File: src/hall_motor_pkg.sv
package hall_motor_pkg;

	// ----------------------------------------------------------------
	// Timing
	// ----------------------------------------------------------------
	localparam int CLK_MHZ  = 250;
	localparam int TICK_MS  = 1;
	localparam int TICK_CYC = TICK_MS * CLK_MHZ * 1000;
	localparam int DEAD_NS  = 2000;
	localparam int DEAD_CYC = (DEAD_NS * CLK_MHZ + 999) / 1000;
	localparam int PWM_KHZ  = 20;
	localparam int PWM_CYC  = CLK_MHZ * 1000 / PWM_KHZ;

	// ----------------------------------------------------------------
	// Register byte addresses
	// ----------------------------------------------------------------
	localparam logic [7:0] A_CTRL     = 8'h00;
	localparam logic [7:0] A_DUTY     = 8'h04;
	localparam logic [7:0] A_DEAD     = 8'h08;
	localparam logic [7:0] A_ADC_CMD  = 8'h0c;
	localparam logic [7:0] A_ADC_SPD  = 8'h10;
	localparam logic [7:0] A_ADC_VBUS = 8'h14;
	localparam logic [7:0] A_SPD_CAP  = 8'h18;
	localparam logic [7:0] A_SPD_CNT  = 8'h1c;
	localparam logic [7:0] A_POS      = 8'h20;
	localparam logic [7:0] A_IRQ_STAT = 8'h24;
	localparam logic [7:0] A_IRQ_MASK = 8'h28;

	// ----------------------------------------------------------------
	// Field positions
	// ----------------------------------------------------------------
	localparam int CTRL_RUN   = 0;
	localparam int CTRL_COMP  = 1;
	localparam int CTRL_CLR   = 2;
	localparam int CTRL_REV   = 3;
	localparam int ADC_CHAN   = 0;
	localparam int ADC_START  = 1;
	localparam int IRQ_TICK   = 0;
	localparam int IRQ_HALL   = 1;
	localparam int IRQ_ADC    = 2;
	localparam int IRQ_OC     = 3;
	localparam int IRQ_POS    = 4;
	localparam int IRQ_W      = 5;

	// ----------------------------------------------------------------
	// Reset values and codes
	// ----------------------------------------------------------------
	localparam logic [15:0] DUTY_RST = 16'h0000;
	localparam logic [15:0] DEAD_RST = 16'(DEAD_CYC);
	localparam logic        CH_SPEED = 1'b0;
	localparam logic        CH_VBUS  = 1'b1;

endpackage

File: src/pin_sync.sv
`timescale 1ns/100ps
module pin_sync
	import hall_motor_pkg::*;
#(
	parameter int W = 4
)(
	input  wire logic         clk_sys_i,
	input  wire logic         rst_i,
	input  wire logic [W-1:0] pin_i,
	output logic      [W-1:0] level_o,
	output logic      [W-1:0] edge_o
);

	typedef struct packed {
		logic [W-1:0] s1;
		logic [W-1:0] s2;
		logic [W-1:0] s3;
		logic [W-1:0] lvl;
		logic [W-1:0] edg;
	} sync_t;

	sync_t sync_reg;
	sync_t sync_next;

	// A level change counts only once the second and third stages agree
	always_comb
	begin
		sync_next     = sync_reg;
		sync_next.s1  = pin_i;
		sync_next.s2  = sync_reg.s1;
		sync_next.s3  = sync_reg.s2;
		sync_next.lvl = (sync_reg.s2 & sync_reg.s3)
			| (sync_reg.lvl & (sync_reg.s2 | sync_reg.s3));
		sync_next.edg = sync_next.lvl ^ sync_reg.lvl;
	end

	always_ff @(posedge clk_sys_i or posedge rst_i)
	begin
		if (rst_i)
			sync_reg <= '0;
		else
			sync_reg <= sync_next;
	end

	assign level_o = sync_reg.lvl;
	assign edge_o  = sync_reg.edg;

endmodule

File: src/hall_commutation_pwm_controller.sv
`timescale 1ns/100ps
module hall_commutation_pwm_controller
	import hall_motor_pkg::*;
#(
	parameter int TICK_CYCLES = TICK_CYC,
	parameter int PWM_CYCLES  = PWM_CYC,
	parameter int CNT_W       = 16,
	parameter int ADC_W       = 12
)(
	input  wire logic             clk_sys_i,
	input  wire logic             rst_i,
	input  wire logic [7:0]       addr_i,
	input  wire logic [31:0]      wdata_i,
	input  wire logic             wr_i,
	input  wire logic             rd_i,
	output logic      [31:0]      rdata_o,
	output logic                  irq_o,
	input  wire logic             hall_u_edge_input_i,
	input  wire logic             hall_v_edge_input_i,
	input  wire logic             hall_w_edge_input_i,
	input  wire logic             overcurrent_stop_input_i,
	output logic      [2:0]       gate_hi_o,
	output logic      [2:0]       gate_hi_oe_o,
	output logic      [2:0]       gate_lo_o,
	output logic      [2:0]       gate_lo_oe_o,
	output logic                  adc_start_o,
	output logic                  adc_chan_o,
	input  wire logic             adc_done_i,
	input  wire logic [ADC_W-1:0] adc_data_i
);

	// Tick counter width follows the configured period; the carrier counter is fixed at 16 bits
	localparam int TW = $clog2(TICK_CYCLES);
	localparam logic [TW-1:0] TICK_LAST = TW'(TICK_CYCLES - 1);
	localparam logic [15:0]   PWM_LAST  = 16'(PWM_CYCLES - 1);

	// ----------------------------------------------------------------
	// State
	// ----------------------------------------------------------------
	typedef struct packed {
		// Control and timing
		logic             run;
		logic             comp;
		logic             rev;
		logic [15:0]      duty;
		logic [15:0]      dead;
		logic [15:0]      duty_act;
		logic [15:0]      pwm_cnt;
		logic             pwm_on;
		logic [15:0]      dead_cnt;
		logic [TW-1:0]    tick_cnt;
		// Speed measurement
		logic [CNT_W-1:0] spd_cnt;
		logic [CNT_W-1:0] spd_last;
		logic [CNT_W-1:0] spd_cap;
		// Commutation and protection
		logic [2:0]       hi;
		logic [2:0]       lo;
		logic             chop_hi;
		logic             pos_err;
		logic             trip;
		// Sampler and interrupts
		logic             adc_busy;
		logic             adc_chan;
		logic             adc_start;
		logic [ADC_W-1:0] adc_spd;
		logic [ADC_W-1:0] adc_vbus;
		logic [IRQ_W-1:0] stat;
		logic [IRQ_W-1:0] mask;
		logic             irq;
		// Bus and output flops
		logic [31:0]      rdata;
		logic [2:0]       gh;
		logic [2:0]       gl;
		logic             oe;
	} state_t;

	state_t st_reg;
	state_t st_next;

	logic [3:0] pin_lvl;
	logic [3:0] pin_edge;
	logic [2:0] hall_code;
	logic       hall_ev;
	logic       oc_lvl;

	// ----------------------------------------------------------------
	// Pin synchronisers
	// ----------------------------------------------------------------
	// Overcurrent shares the synchroniser so its latency matches the Halls
	pin_sync #(
		.W (4)
	) u_sync (
		.clk_sys_i (clk_sys_i),
		.rst_i     (rst_i),
		.pin_i     ({overcurrent_stop_input_i, hall_w_edge_input_i,
		              hall_v_edge_input_i, hall_u_edge_input_i}),
		.level_o   (pin_lvl),
		.edge_o    (pin_edge)
	);

	assign hall_code = pin_lvl[2:0];
	assign hall_ev   = |pin_edge[2:0];
	assign oc_lvl    = pin_lvl[3];

	// ----------------------------------------------------------------
	// Hall code to conduction pattern
	// ----------------------------------------------------------------
	// Returns {high-side phase, low-side phase}, one-hot {w,v,u}
	function automatic logic [5:0] commute(input logic [2:0] code, input logic rev);
		logic [5:0] p;
		p = 6'h00;
		unique case (code)
			3'b001: p = {3'b001, 3'b100};
			3'b011: p = {3'b010, 3'b100};
			3'b010: p = {3'b010, 3'b001};
			3'b110: p = {3'b100, 3'b001};
			3'b100: p = {3'b100, 3'b010};
			3'b101: p = {3'b001, 3'b010};
			default: p = 6'h00;
		endcase
		if (rev)
			p = {p[2:0], p[5:3]};
		return p;
	endfunction

	// ----------------------------------------------------------------
	// Next state
	// ----------------------------------------------------------------
	always_comb
	begin
		logic [5:0]  pat;
		logic        dead_ok;
		logic        arm_on;
		logic        arm_off;
		logic [2:0]  g_hi;
		logic [2:0]  g_lo;
		logic [31:0] rd_val;
		pat     = commute(hall_code, st_reg.rev);
		dead_ok = 1'b0;
		arm_on  = 1'b0;
		arm_off = 1'b0;
		g_hi    = 3'b000;
		g_lo    = 3'b000;
		rd_val  = 32'h0000_0000;
		st_next = st_reg;

		st_next.adc_start = 1'b0;

		// Register writes; status clear comes before event sets
		if (wr_i)
		begin
			unique case (addr_i)
				A_CTRL:
				begin
					st_next.run  = wdata_i[CTRL_RUN];
					st_next.comp = wdata_i[CTRL_COMP];
					st_next.rev  = wdata_i[CTRL_REV];
					if (wdata_i[CTRL_CLR] && !oc_lvl)
						st_next.trip = 1'b0;
				end
				A_DUTY:     st_next.duty = wdata_i[15:0];
				A_DEAD:     st_next.dead = wdata_i[15:0];
				A_IRQ_STAT: st_next.stat = st_reg.stat & ~wdata_i[IRQ_W-1:0];
				A_IRQ_MASK: st_next.mask = wdata_i[IRQ_W-1:0];
				A_ADC_CMD:
				begin
					if (wdata_i[ADC_START] && !st_reg.adc_busy)
					begin
						st_next.adc_start = 1'b1;
						st_next.adc_busy  = 1'b1;
						st_next.adc_chan  = wdata_i[ADC_CHAN];
					end
				end
				default: ;
			endcase
		end

		// Conversion result, stored by channel
		if (adc_done_i && st_reg.adc_busy)
		begin
			st_next.adc_busy      = 1'b0;
			st_next.stat[IRQ_ADC] = 1'b1;
			if (st_reg.adc_chan == CH_VBUS)
				st_next.adc_vbus = adc_data_i;
			else
				st_next.adc_spd = adc_data_i;
		end

		// Control tick
		if (st_reg.tick_cnt == TICK_LAST)
		begin
			st_next.tick_cnt       = '0;
			st_next.stat[IRQ_TICK] = 1'b1;
		end
		else
			st_next.tick_cnt = st_reg.tick_cnt + 1'b1;

		// Free-running speed counter, no event of its own
		st_next.spd_cnt = st_reg.spd_cnt + 1'b1;

		// Hall event: capture speed, new pattern, new duty
		// A bad code still refreshes the pattern so the gates go dark
		if (hall_ev)
		begin
			st_next.spd_cap        = st_reg.spd_cnt - st_reg.spd_last;
			st_next.spd_last       = st_reg.spd_cnt;
			st_next.chop_hi        = (pat[5:3] != st_reg.hi);
			st_next.hi             = pat[5:3];
			st_next.lo             = pat[2:0];
			st_next.duty_act       = st_reg.duty;
			st_next.pos_err        = (pat == 6'h00);
			st_next.stat[IRQ_HALL] = 1'b1;
			if (pat == 6'h00)
				st_next.stat[IRQ_POS] = 1'b1;
		end

		// Overcurrent latch; the pin level wins over a clear
		if (oc_lvl)
		begin
			st_next.trip         = 1'b1;
			st_next.stat[IRQ_OC] = 1'b1;
		end

		// Carrier and dead time
		if (st_reg.pwm_cnt == PWM_LAST)
			st_next.pwm_cnt = 16'h0000;
		else
			st_next.pwm_cnt = st_reg.pwm_cnt + 16'h0001;
		st_next.pwm_on = (st_reg.pwm_cnt < st_reg.duty_act);
		if (st_next.pwm_on != st_reg.pwm_on)
			st_next.dead_cnt = st_reg.dead;
		else if (st_reg.dead_cnt != 16'h0000)
			st_next.dead_cnt = st_reg.dead_cnt - 16'h0001;

		// Only the arm that just began conducting is chopped
		dead_ok = !st_reg.comp || (st_reg.dead_cnt == 16'h0000);
		arm_on  = st_reg.pwm_on && dead_ok;
		arm_off = st_reg.comp && !st_reg.pwm_on && dead_ok;
		if (st_reg.chop_hi)
		begin
			g_hi = st_reg.hi & {3{arm_on}};
			g_lo = st_reg.lo | (st_reg.hi & {3{arm_off}});
		end
		else
		begin
			g_lo = st_reg.lo & {3{arm_on}};
			g_hi = st_reg.hi | (st_reg.lo & {3{arm_off}});
		end
		// A trip in this cycle blanks the gates on the same edge as the cutoff
		if (!st_reg.run || st_reg.pos_err || st_next.trip)
		begin
			g_hi = 3'b000;
			g_lo = 3'b000;
		end
		st_next.gh = g_hi;
		st_next.gl = g_lo;
		st_next.oe = !st_next.trip;

		// Read data stand only in the cycle after the strobe
		unique case (addr_i)
			A_CTRL:
			begin
				rd_val[CTRL_RUN]  = st_reg.run;
				rd_val[CTRL_COMP] = st_reg.comp;
				rd_val[CTRL_REV]  = st_reg.rev;
			end
			A_DUTY:     rd_val[15:0] = st_reg.duty;
			A_DEAD:     rd_val[15:0] = st_reg.dead;
			A_ADC_CMD:
			begin
				rd_val[ADC_CHAN]  = st_reg.adc_chan;
				rd_val[ADC_START] = st_reg.adc_busy;
			end
			A_ADC_SPD:  rd_val[ADC_W-1:0] = st_reg.adc_spd;
			A_ADC_VBUS: rd_val[ADC_W-1:0] = st_reg.adc_vbus;
			A_SPD_CAP:  rd_val[CNT_W-1:0] = st_reg.spd_cap;
			A_SPD_CNT:  rd_val[CNT_W-1:0] = st_reg.spd_cnt;
			A_POS:
			begin
				rd_val[2:0]  = hall_code;
				rd_val[6:4]  = st_reg.hi;
				rd_val[10:8] = st_reg.lo;
				rd_val[12]   = st_reg.pos_err;
				rd_val[13]   = st_reg.trip;
			end
			A_IRQ_STAT: rd_val[IRQ_W-1:0] = st_reg.stat;
			A_IRQ_MASK: rd_val[IRQ_W-1:0] = st_reg.mask;
			default:    rd_val = 32'h0000_0000;
		endcase
		st_next.rdata = rd_i ? rd_val : 32'h0000_0000;

		st_next.irq = |(st_next.stat & st_next.mask);
	end

	// ----------------------------------------------------------------
	// State register
	// ----------------------------------------------------------------
	// Duty and dead time leave reset at their own defaults
	always_ff @(posedge clk_sys_i or posedge rst_i)
	begin
		if (rst_i)
		begin
			st_reg      <= '0;
			st_reg.duty <= DUTY_RST;
			st_reg.dead <= DEAD_RST;
		end
		else
			st_reg <= st_next;
	end

	// ----------------------------------------------------------------
	// Outputs
	// ----------------------------------------------------------------
	assign rdata_o      = st_reg.rdata;
	assign irq_o        = st_reg.irq;
	assign gate_hi_o    = st_reg.gh;
	assign gate_lo_o    = st_reg.gl;
	// Both enables come from one flop so all arms float together
	assign gate_hi_oe_o = {3{st_reg.oe}};
	assign gate_lo_oe_o = {3{st_reg.oe}};
	assign adc_start_o  = st_reg.adc_start;
	assign adc_chan_o   = st_reg.adc_chan;

endmodule

File: config.mk
export PLATFORM = sky130hd
export DESIGN_NAME = hall_commutation_pwm_controller
export DESIGN_NICKNAME = d
export VERILOG_FILES = /design/src/hall_motor_pkg.sv /design/src/pin_sync.sv /design/src/hall_commutation_pwm_controller.sv
export SDC_FILE = /design/constraint.sdc
export NUM_CORES = 1
export LEC_CHECK = 0
export ABC_AREA = 1
export BUFFER_PORTS_ARGS = -buffer_cell sky130_fd_sc_hd__buf_2
export CAP_MARGIN = 20
export CORE_MARGIN = 4
export CORE_UTILIZATION = 55
export DETAILED_ROUTE_END_ITERATION = 8
export PLACE_DENSITY = 0.77
export SKIP_CTS_REPAIR_TIMING = 1
export SYNTH_ARGS = -nofsm -noshare
export SYNTH_HDL_FRONTEND = slang
export SYNTH_SLANG_ARGS = --single-unit
File: constraint.sdc
create_clock -name clk_sys_i -period 8.2 [get_ports clk_sys_i]
set_input_delay 0.41 -clock clk_sys_i [delete_from_list [all_inputs] [get_ports clk_sys_i]]
set_output_delay 0.41 -clock clk_sys_i [all_outputs]
set_load 0.01 [all_outputs]
* After elaboration in Yosys (flattened, before gate mapping) *
Index checks and enable logic that the tools add are counted.

word-level totals
  logic and storage cells = 145
  output and inout bits = 47
  register bits = 239
  input bits = 61

operators by class
  mux-type cells = 37
  bitwise logic cells = 15
  reductions and logical operators = 32
  $add $sub $neg = 5
  order comparisons = 1
  equality and inequality tests = 20

operators by type and width
  kind                                                                   count
  16-bit two-way mux                                                     4
  6-bit case mux with 6 select lines                                     1
  16-bit by 1-bit adder with 16-bit output (second input constant)       2
  8-bit by 5-bit == test with 1-bit output (second input constant)       4
  1-bit case mux with 9 select lines                                     3
  8-bit by 6-bit == test with 1-bit output (second input constant)       3
  2-bit case mux with 11 select lines                                    1
  3-bit case mux with 7 select lines                                     1
  18-bit by 1-bit adder with 18-bit output (second input constant)       1
  18-bit == test (second input constant)                                 1
  18-bit two-way mux                                                     1
  3-bit two-way mux                                                      6
  16-bit by 14-bit == test with 1-bit output (second input constant)     1
  8-bit by 4-bit == test with 1-bit output (second input constant)       2
  16-bit logical NOT                                                     1
  16-bit less-than comparator                                            1
  16-bit nonzero test                                                    1
  16-bit by 1-bit subtractor with 16-bit output (second input constant)  1
  16-bit subtractor                                                      1
  2-bit case mux with 7 select lines                                     1
  3-bit bitwise AND                                                      4
  1-bit case mux with 6 select lines                                     2
  5-bit bitwise AND                                                      2
  1-bit two-way mux                                                      10
  other kinds (28)                                                       55

* Longest topological paths before layout *
Gate-level depths: netlist (run 1).

  depth in word-level cells = 8
  mapped depth = 15
  depth with buffers taken out = 14

* Hierarchy *
From an unflattened synthesis (run 1), not the netlist that was laid out.

unflattened totals
  cells, all modules = 1553
  area, all modules = 12464.5 sq um

modules (own cells, without submodules)
  module                           cells each  instances  area each (sq um)  seq. area each (sq um)
  hall_commutation_pwm_controller  1496        1          11785.1            5512.8
  pin_sync                         57          1          679.4              500.5

* Least setup slack after synthesis (run 1) *
No wires, ideal clock.

  path type = flip-flop to flip-flop
  start point = register st_reg[118] in the netlist's numbering
  end point = register st_reg[100] in the netlist's numbering
  path slack = 6326 ps
  arrival = 1756 ps
  data required time = 8082 ps
  stages on the path, launching flop included = 12
  buffers on the path = 0
  clock period less this slack = 1874 ps
  library setup time = 118 ps
  cell sequence = dfrtp_1 > inv_1 > ha_1 > fa_1 > o21ai_0 > nand2_1 > nand2_1 > nand3_1 > nand2_1 > nand2_1 > nand3_1 > nand2_1

on the way
  cells in the longest elaborated chain, start to end = 1

RTL lines
  item                    line                                    RTL
  from (decl)             hall_commutation_pwm_controller.sv:78   state_t st_reg;
  from (signal assigned)  hall_commutation_pwm_controller.sv:309  st_reg <= st_next;
  16-bit subtractor       hall_commutation_pwm_controller.sv:206  st_next.spd_cap = st_reg.spd_cnt - st_reg.spd_last;

No other way between the ends.
A chain may end at the register's enable or synchronous reset.

* Worst setup path after layout (run 1) *
  start point = register st_reg[152] in the netlist's numbering
  end point = register st_reg[153] in the netlist's numbering

on the way
  cells in the longest elaborated chain, start to end = 3
  elaborated cells on any way between the ends = 5
  classes of those cells = add/sub (1); mux (2); reduce/logical (2)

RTL lines
  item                                           line                                    RTL
  16-bit by 1-bit subtractor with 16-bit output  hall_commutation_pwm_controller.sv:234  st_next.dead_cnt = st_reg.dead_cnt - 16'h0001;
  16-bit two-way mux                             hall_commutation_pwm_controller.sv:233  else if (st_reg.dead_cnt != 16'h0000)
  16-bit two-way mux                             hall_commutation_pwm_controller.sv:231  if (st_next.pwm_on != st_reg.pwm_on)

Several ways; a longest one is shown, not always the timed one. The select of a mux whose other input is x is not followed.

==> flow_summary.json, run 1 <==
{
  "synth_area_leaders": "dfrtp_1 46%, nand2_1 13%, inv_1 6.3%, o21ai_0 4.9%, ha_1 3.5%",
  "max_freq_mhz": 417,
  "syn_area_per_cell_um2": 8.09,
  "max_stage_delay_ns": 0.54,
  "h-tree-depth": 1,
  "reg2reg_from": "st_reg[152]",
  "track_usage_pct": 23.1,
  "grt_use_met3_pct": 3.88,
  "ys_ff_latch": 239,
  "final-max-slew-violation-count": 0,
  "pre_cts_slack_ns": 5.71,
  "setup_viol": 0,
  "die_area_um2": 25300,
  "cp_num_buf_inv": 4,
  "path_clk_slew_ns": 0.06,
  "yosysWarnings": 0,
  "crit_required_ns": 8.62,
  "grt_pass1_vias": 9716,
  "cts_root_buffer": "clkbuf_16",
  "rrSetupSlack_ns": 5.80,
  "max-cap-violations": 0,
  "async_flop_share_pct": 100,
  "final_cell_mix": "427 x nand2_1, 233 x dfrtp_1, 210 x inv_1",
  "p_leak_uw": 0.00709,
  "path_delay_family": "simple AND/OR/NAND/NOR gates",
  "syn_inst": 1552,
  "fin_setup_tns_ns": 0,
  "grt_pass1_wl_um": 48600,
  "grt_start_max_net_pins": 109,
  "nFillCells": 1959,
  "reg2reg_to": "st_reg[153]",
  "synth_top_area_share_pct": 46.4,
  "clk_path_buf_depth": 3,
  "clock_skew_ns": 0.0106,
  "drc": 0,
  "post_drt_wl_per_cell_um": 15.5,
  "regArea_um2": 5990,
  "worstPathCellList": "inv_1 -> ha_1 -> nand2_1 -> nor2_1 -> nand4_1 -> inv_1 -> o21ai_0 -> inv_1 -> nand3_1 -> nand2_1 -> inv_1",
  "grt_use_met2_pct": 35.6,
  "port_buffers": 75,
  "ir_worst_vdd_mv": 0.154,
  "start_kind": "register",
  "firstDrtPassIters": 6,
  "cp_data_arrival_time_ns": 2.82,
  "cts_buffers": 26,
  "power_density_nw_per_um2": 226,
  "timing_hold_violations_final": 0,
  "syn_area_um2": 12600,
  "worst_pin_slew_ns": 0.990,
  "crit_slowest_cell": "nand4_1",
  "hpwlAfterDp_um": 21600,
  "status": "finished, final reports clean",
  "final_layout_size_suffix_gt1_share_pct": 12.0,
  "start_util_pct": 55.6,
  "multi_input_area_um2": 5270,
  "grt-ovfl-total": 0,
  "synth-edff-count": 0,
  "io-pin-count": 108,
  "yosys.area.top_type": "dfrtp_1",
  "cp-end-kind": "register",
  "die_y_um": 159,
  "synth-main-ff-cell": "dfrtp_1",
  "max_slew_margin_pct": 33.9,
  "fin_crit_sh_pct": 29.2,
  "fin_crit_ns": 2.40,
  "die_w_um": 159,
  "antenna_found_initial": 0,
  "core_um2": 22600,
  "setup_slack_ns": 5.80,
  "num_vias": 10200,
  "rows": 55,
  "clock_latency_ns": 0.53,
  "rr_worst_depth": 11,
  "final_common_cell": "nand2_1",
  "final_nets": 1697,
  "drtIter0Drc": 900,
  "n_antenna_cell": 0,
  "wl_um": 29500,
  "largest_reg_flops": 194,
  "rsz0062_at_grt": "no",
  "antenna_left": 0,
  "vias_per_cell": 5.37,
  "clkSinkCount": 239,
  "crit_fanout": 12,
  "place_congestion": 0.905,
  "syn2layout_area_growth_pct": 9.77,
  "ys_seq_area_share_pct": 47.7,
  "hold_class": "input pin to asynchronous set/reset pin",
  "worstSetupPathType": "register to register",
  "grt_use_met1_pct": 33.7,
  "cts_tree": "done",
  "cp_common_cell": "inv_1",
  "yosysUniqueCellTypes": 55,
  "grt_busiest_layer": "met2"
}
[per-layer routing]
metal	routed length [um]	part of all wire, %
met1	13200	45
met3	2480	8.4
met2	13000	44
met5	0	0
met4	833	2.8
[synthesized netlist by cell type, drive strengths merged, types with 8 or more instances]
master  instances
a21oi          62
buf            62
clkbuf         16
dfrtp         233
ha             35
inv           223
nand2         436
nand3          80
nand4          18
nor2          106
nor3           26
nor4            8
o21ai         159
o22ai          11
xor2           31
[cell type report]
type	count	share of cell area (%)
sequential	239	43.4
multi-input combinational	1025	38.3
inverter	225	6.19
clock buffer	39	5.74
timing repair buffer	83	3.23
tap	285	2.59
clock inverter	5	0.563
[metrics by stage]
stage,hold WS (ns),instance area [um^2],util [%],instances,total power [uW]
final,0.0197,13800,61.1,1901,3120
after global routing,0.0983,13800,61.1,1901,3290
after CTS,-0.0282,13700,60.9,1897,3130
after detailed placement,0.340,12900,57.1,1853,1940
after global placement,0.333,12900,57.1,1853,1920
after floorplan,0.331,12600,-,1567,1810
[worst max-delay path by stage]
stage | depth (start not counted) | slack, ns | start | to
floorplan | 1 | 1.24 | rst_i | adc_chan_o
global placement | 9 | 5.74 | addr_i[6] | st_reg[202]
detailed placement | 9 | 5.71 | addr_i[6] | st_reg[215]
CTS | 11 | 5.82 | st_reg[152] | st_reg[153]
global route | 11 | 5.48 | st_reg[152] | st_reg[153]
finish | 11 | 5.80 | st_reg[152] | st_reg[153]
[report_power, final]
group	switching [uW]	leakage (uW)	internal [uW]
combinational	399	0.00353	191
sequential	66.6	0.00313	1280
clock	462	0.000425	722
[cells by family after synthesis]
family	after synthesis	synth area share [%]
other	1	0.0299
AOI/OAI and AO/OA	254	11.0
buffers and inverters	303	10.8
xor gates and xnor gates	37	2.58
and+or+nand+nor	681	24.2
DFF	239	47.7
adders and majority gates	37	3.73
Power figures use the tool's default switching activity.
==> inputs of run 2 (changes only) <==
--- a/config.mk
+++ b/config.mk
@@ -9,9 +9,9 @@
 export BUFFER_PORTS_ARGS = -buffer_cell sky130_fd_sc_hd__buf_2
 export CAP_MARGIN = 20
 export CORE_MARGIN = 4
-export CORE_UTILIZATION = 55
+export CORE_UTILIZATION = 54
 export DETAILED_ROUTE_END_ITERATION = 8
-export PLACE_DENSITY = 0.77
+export PLACE_DENSITY = 0.79
 export SKIP_CTS_REPAIR_TIMING = 1
 export SYNTH_ARGS = -nofsm -noshare
 export SYNTH_HDL_FRONTEND = slang
==> constraint.sdc (replaced) <==
create_clock -name clk_sys_i -period 2.1 [get_ports clk_sys_i]
set_input_delay 0.105 -clock clk_sys_i [delete_from_list [all_inputs] [get_ports clk_sys_i]]
set_output_delay 0.105 -clock clk_sys_i [all_outputs]
set_load 0.01 [all_outputs]
==> run 2 against run 1 <==
The flow now finishes with violations (negative hold slack). Global-route usage increased by 0.13 points. Final cell count increased by 4.6%. Sequential power increased to 3.9 times the previous value. Combinational power increased to 4.3 times the previous value.
==> flow_summary.json, run 2 (synthesis gave the netlist of run 1 again) <==
{
  "intPower_uw": 8540,
  "crit_slowest_cell": "fa_1",
  "drtIter0Drc": 883,
  "fin_crit_sh_pct": 92.1,
  "syn2layout_area_growth_pct": 14.3,
  "final_cell_mix": "425 x nand2_1, 233 x dfrtp_1, 211 x inv_1",
  "path_clk_slew_ns": 0.06,
  "ir_worst_vdd_mv": 0.706,
  "post_drt_wl_per_cell_um": 15.5,
  "cp_data_arrival_time_ns": 2.35,
  "power_density_nw_per_um2": 853,
  "cts_root_buffer": "clkbuf_16",
  "grt_start_max_net_pins": 128,
  "firstDrtPassIters": 5,
  "worst_pin_slew_ns": 0.737,
  "max_freq_mhz": 517,
  "setup_viol": 0,
  "cts_buffers": 26,
  "grt_pass1_wl_um": 49300,
  "max_slew_margin_pct": 50.8,
  "p_seq_share_pct": 42.9,
  "clk_path_buf_depth": 3,
  "die_area_um2": 25800,
  "sw_frac_of_total_pct": 30.3,
  "fin_crit_ns": 1.93,
  "hold_class": "input pin to register",
  "final-max-slew-violation-count": 0,
  "setup_slack_ns": 0.166,
  "grt_use_met2_pct": 36.4,
  "power_frac_comb_pct": 20.6,
  "core_um2": 22800,
  "worstPathCellList": "inv_1 -> ha_1 -> fa_1 -> o21ai_1 -> buf_4 -> nand2_1 -> nand2_1 -> nand3_1 -> nand2_1 -> nand2_1 -> nand3_1 -> nand2_1",
  "status": "finished, violations left",
  "vias_per_cell": 5.29,
  "violations": "negative hold slack",
  "n_antenna_cell": 0,
  "clock_skew_ns": 0.0104,
  "antenna_found_initial": 0,
  "crit_fanout": 3,
  "final_layout_size_suffix_gt1_share_pct": 13.4,
  "start_kind": "register",
  "final_common_cell": "nand2_1",
  "port_buffers": 75,
  "final_nets": 1754,
  "h-tree-depth": 1,
  "die_y_um": 161,
  "grt_pass1_vias": 10004,
  "antenna_left": 0,
  "num_vias": 10522,
  "cp_common_cell": "nand2_1",
  "grt_busiest_layer": "met2",
  "fin_hold_ws_ns": -0.000349,
  "clkSinkCount": 239,
  "io-pin-count": 108,
  "die_w_um": 161,
  "max_stage_delay_ns": 0.40,
  "nFillCells": 1916,
  "timing_hold_violations_final": 1,
  "p_clk_share_pct": 36.5,
  "track_usage_pct": 23.2,
  "grt-ovfl-total": 0,
  "drc": 0,
  "largest_reg_flops": 194,
  "grt_use_met1_pct": 33.6,
  "clock_latency_ns": 0.52,
  "wl_um": 30700,
  "cts_tree": "done",
  "grt_use_met3_pct": 4.31,
  "rows": 55,
  "worstSetupPathType": "register to register",
  "place_congestion": 0.926,
  "cp-end-kind": "register",
  "crit_required_ns": 2.51,
  "start_util_pct": 55.1,
  "p_leak_uw": 0.00736,
  "pre_cts_slack_ns": 0.0737,
  "max-cap-violations": 0,
  "hpwlAfterDp_um": 22100,
  "rsz0062_at_grt": "no",
  "p_switching_uw": 3710
}
-- run 2: final cells by class --
| type | instances | area (um^2) | area share, % |
|---|---|---|---|
| well taps | 313 | 392 | 2.73 |
| inverters | 225 | 850 | 5.92 |
| clock buffers | 41 | 808 | 5.63 |
| flip-flops and latches | 239 | 5990 | 41.7 |
| multi-input cells | 1025 | 5290 | 36.9 |
| clock inverters | 6 | 41.3 | 0.288 |
| repair buffers | 140 | 988 | 6.88 |
-- run 2: path summary, 6_finish.rpt --
path | startpoint | end | slack [ns] | cells past startpoint
max in group asynchronous | rst_i | st_reg[129] | 1.24 | 4
min in group asynchronous | rst_i | st_reg[141] | 0.31 | 4
worst min-delay path | addr_i[3] | st_reg[235] | -0.0003 | 4
worst max-delay path | st_reg[118] | st_reg[100] | 0.17 | 12
worst max register to register | st_reg[118] | st_reg[100] | 0.17 | 12
worst min register to register | u_sync.sync_next[13] | u_sync.sync_next[9] | 0.35 | 0
-- run 2: layer usage --
| layer | part of all wire, % | routed length, um |
|---|---|---|
| met1 | 44 | 13600 |
| met2 | 45 | 14000 |
| met3 | 8.1 | 2500 |
| met4 | 2.3 | 695 |
| met5 | 0 | 0 |
-- run 2: stage by stage --
stage	cells	instance area [um^2]	setup TNS (ns)	total power (uW)	util (%)
2_1_floorplan	1567	12600	-266.11	7060	-
6_report	1989	14400	0	12200	63.0
5_1_grt	1989	14400	0	12900	63.0
4_1_cts	1953	14000	0	12200	61.4
3_5_place_dp	1906	13100	0	7730	57.7
3_3_place_gp	1906	13100	0	7660	57.7
-- run 2: critical path: cells and delay by family, from the launching register on --
| family | cells | cell delay, ns |
|---|---|---|
| AOI/OAI and AO/OA | 1 | 0.16 |
| DFF | 1 | 0.35 |
| buffers and inverters | 2 | 0.21 |
| and+or+nand+nor | 7 | 0.52 |
| adders and majority gates | 2 | 0.60 |
-- run 2: power groups by stage --
stage               registers, uW  logic [uW]  clock network [uW]
floorplan                    5250        1820                   0
global placement             5310        2350                   0
detailed placement           5320        2400                   0
CTS                          5240        2430                4520
global route                 5290        2900                4710
finish                       5250        2520                4470
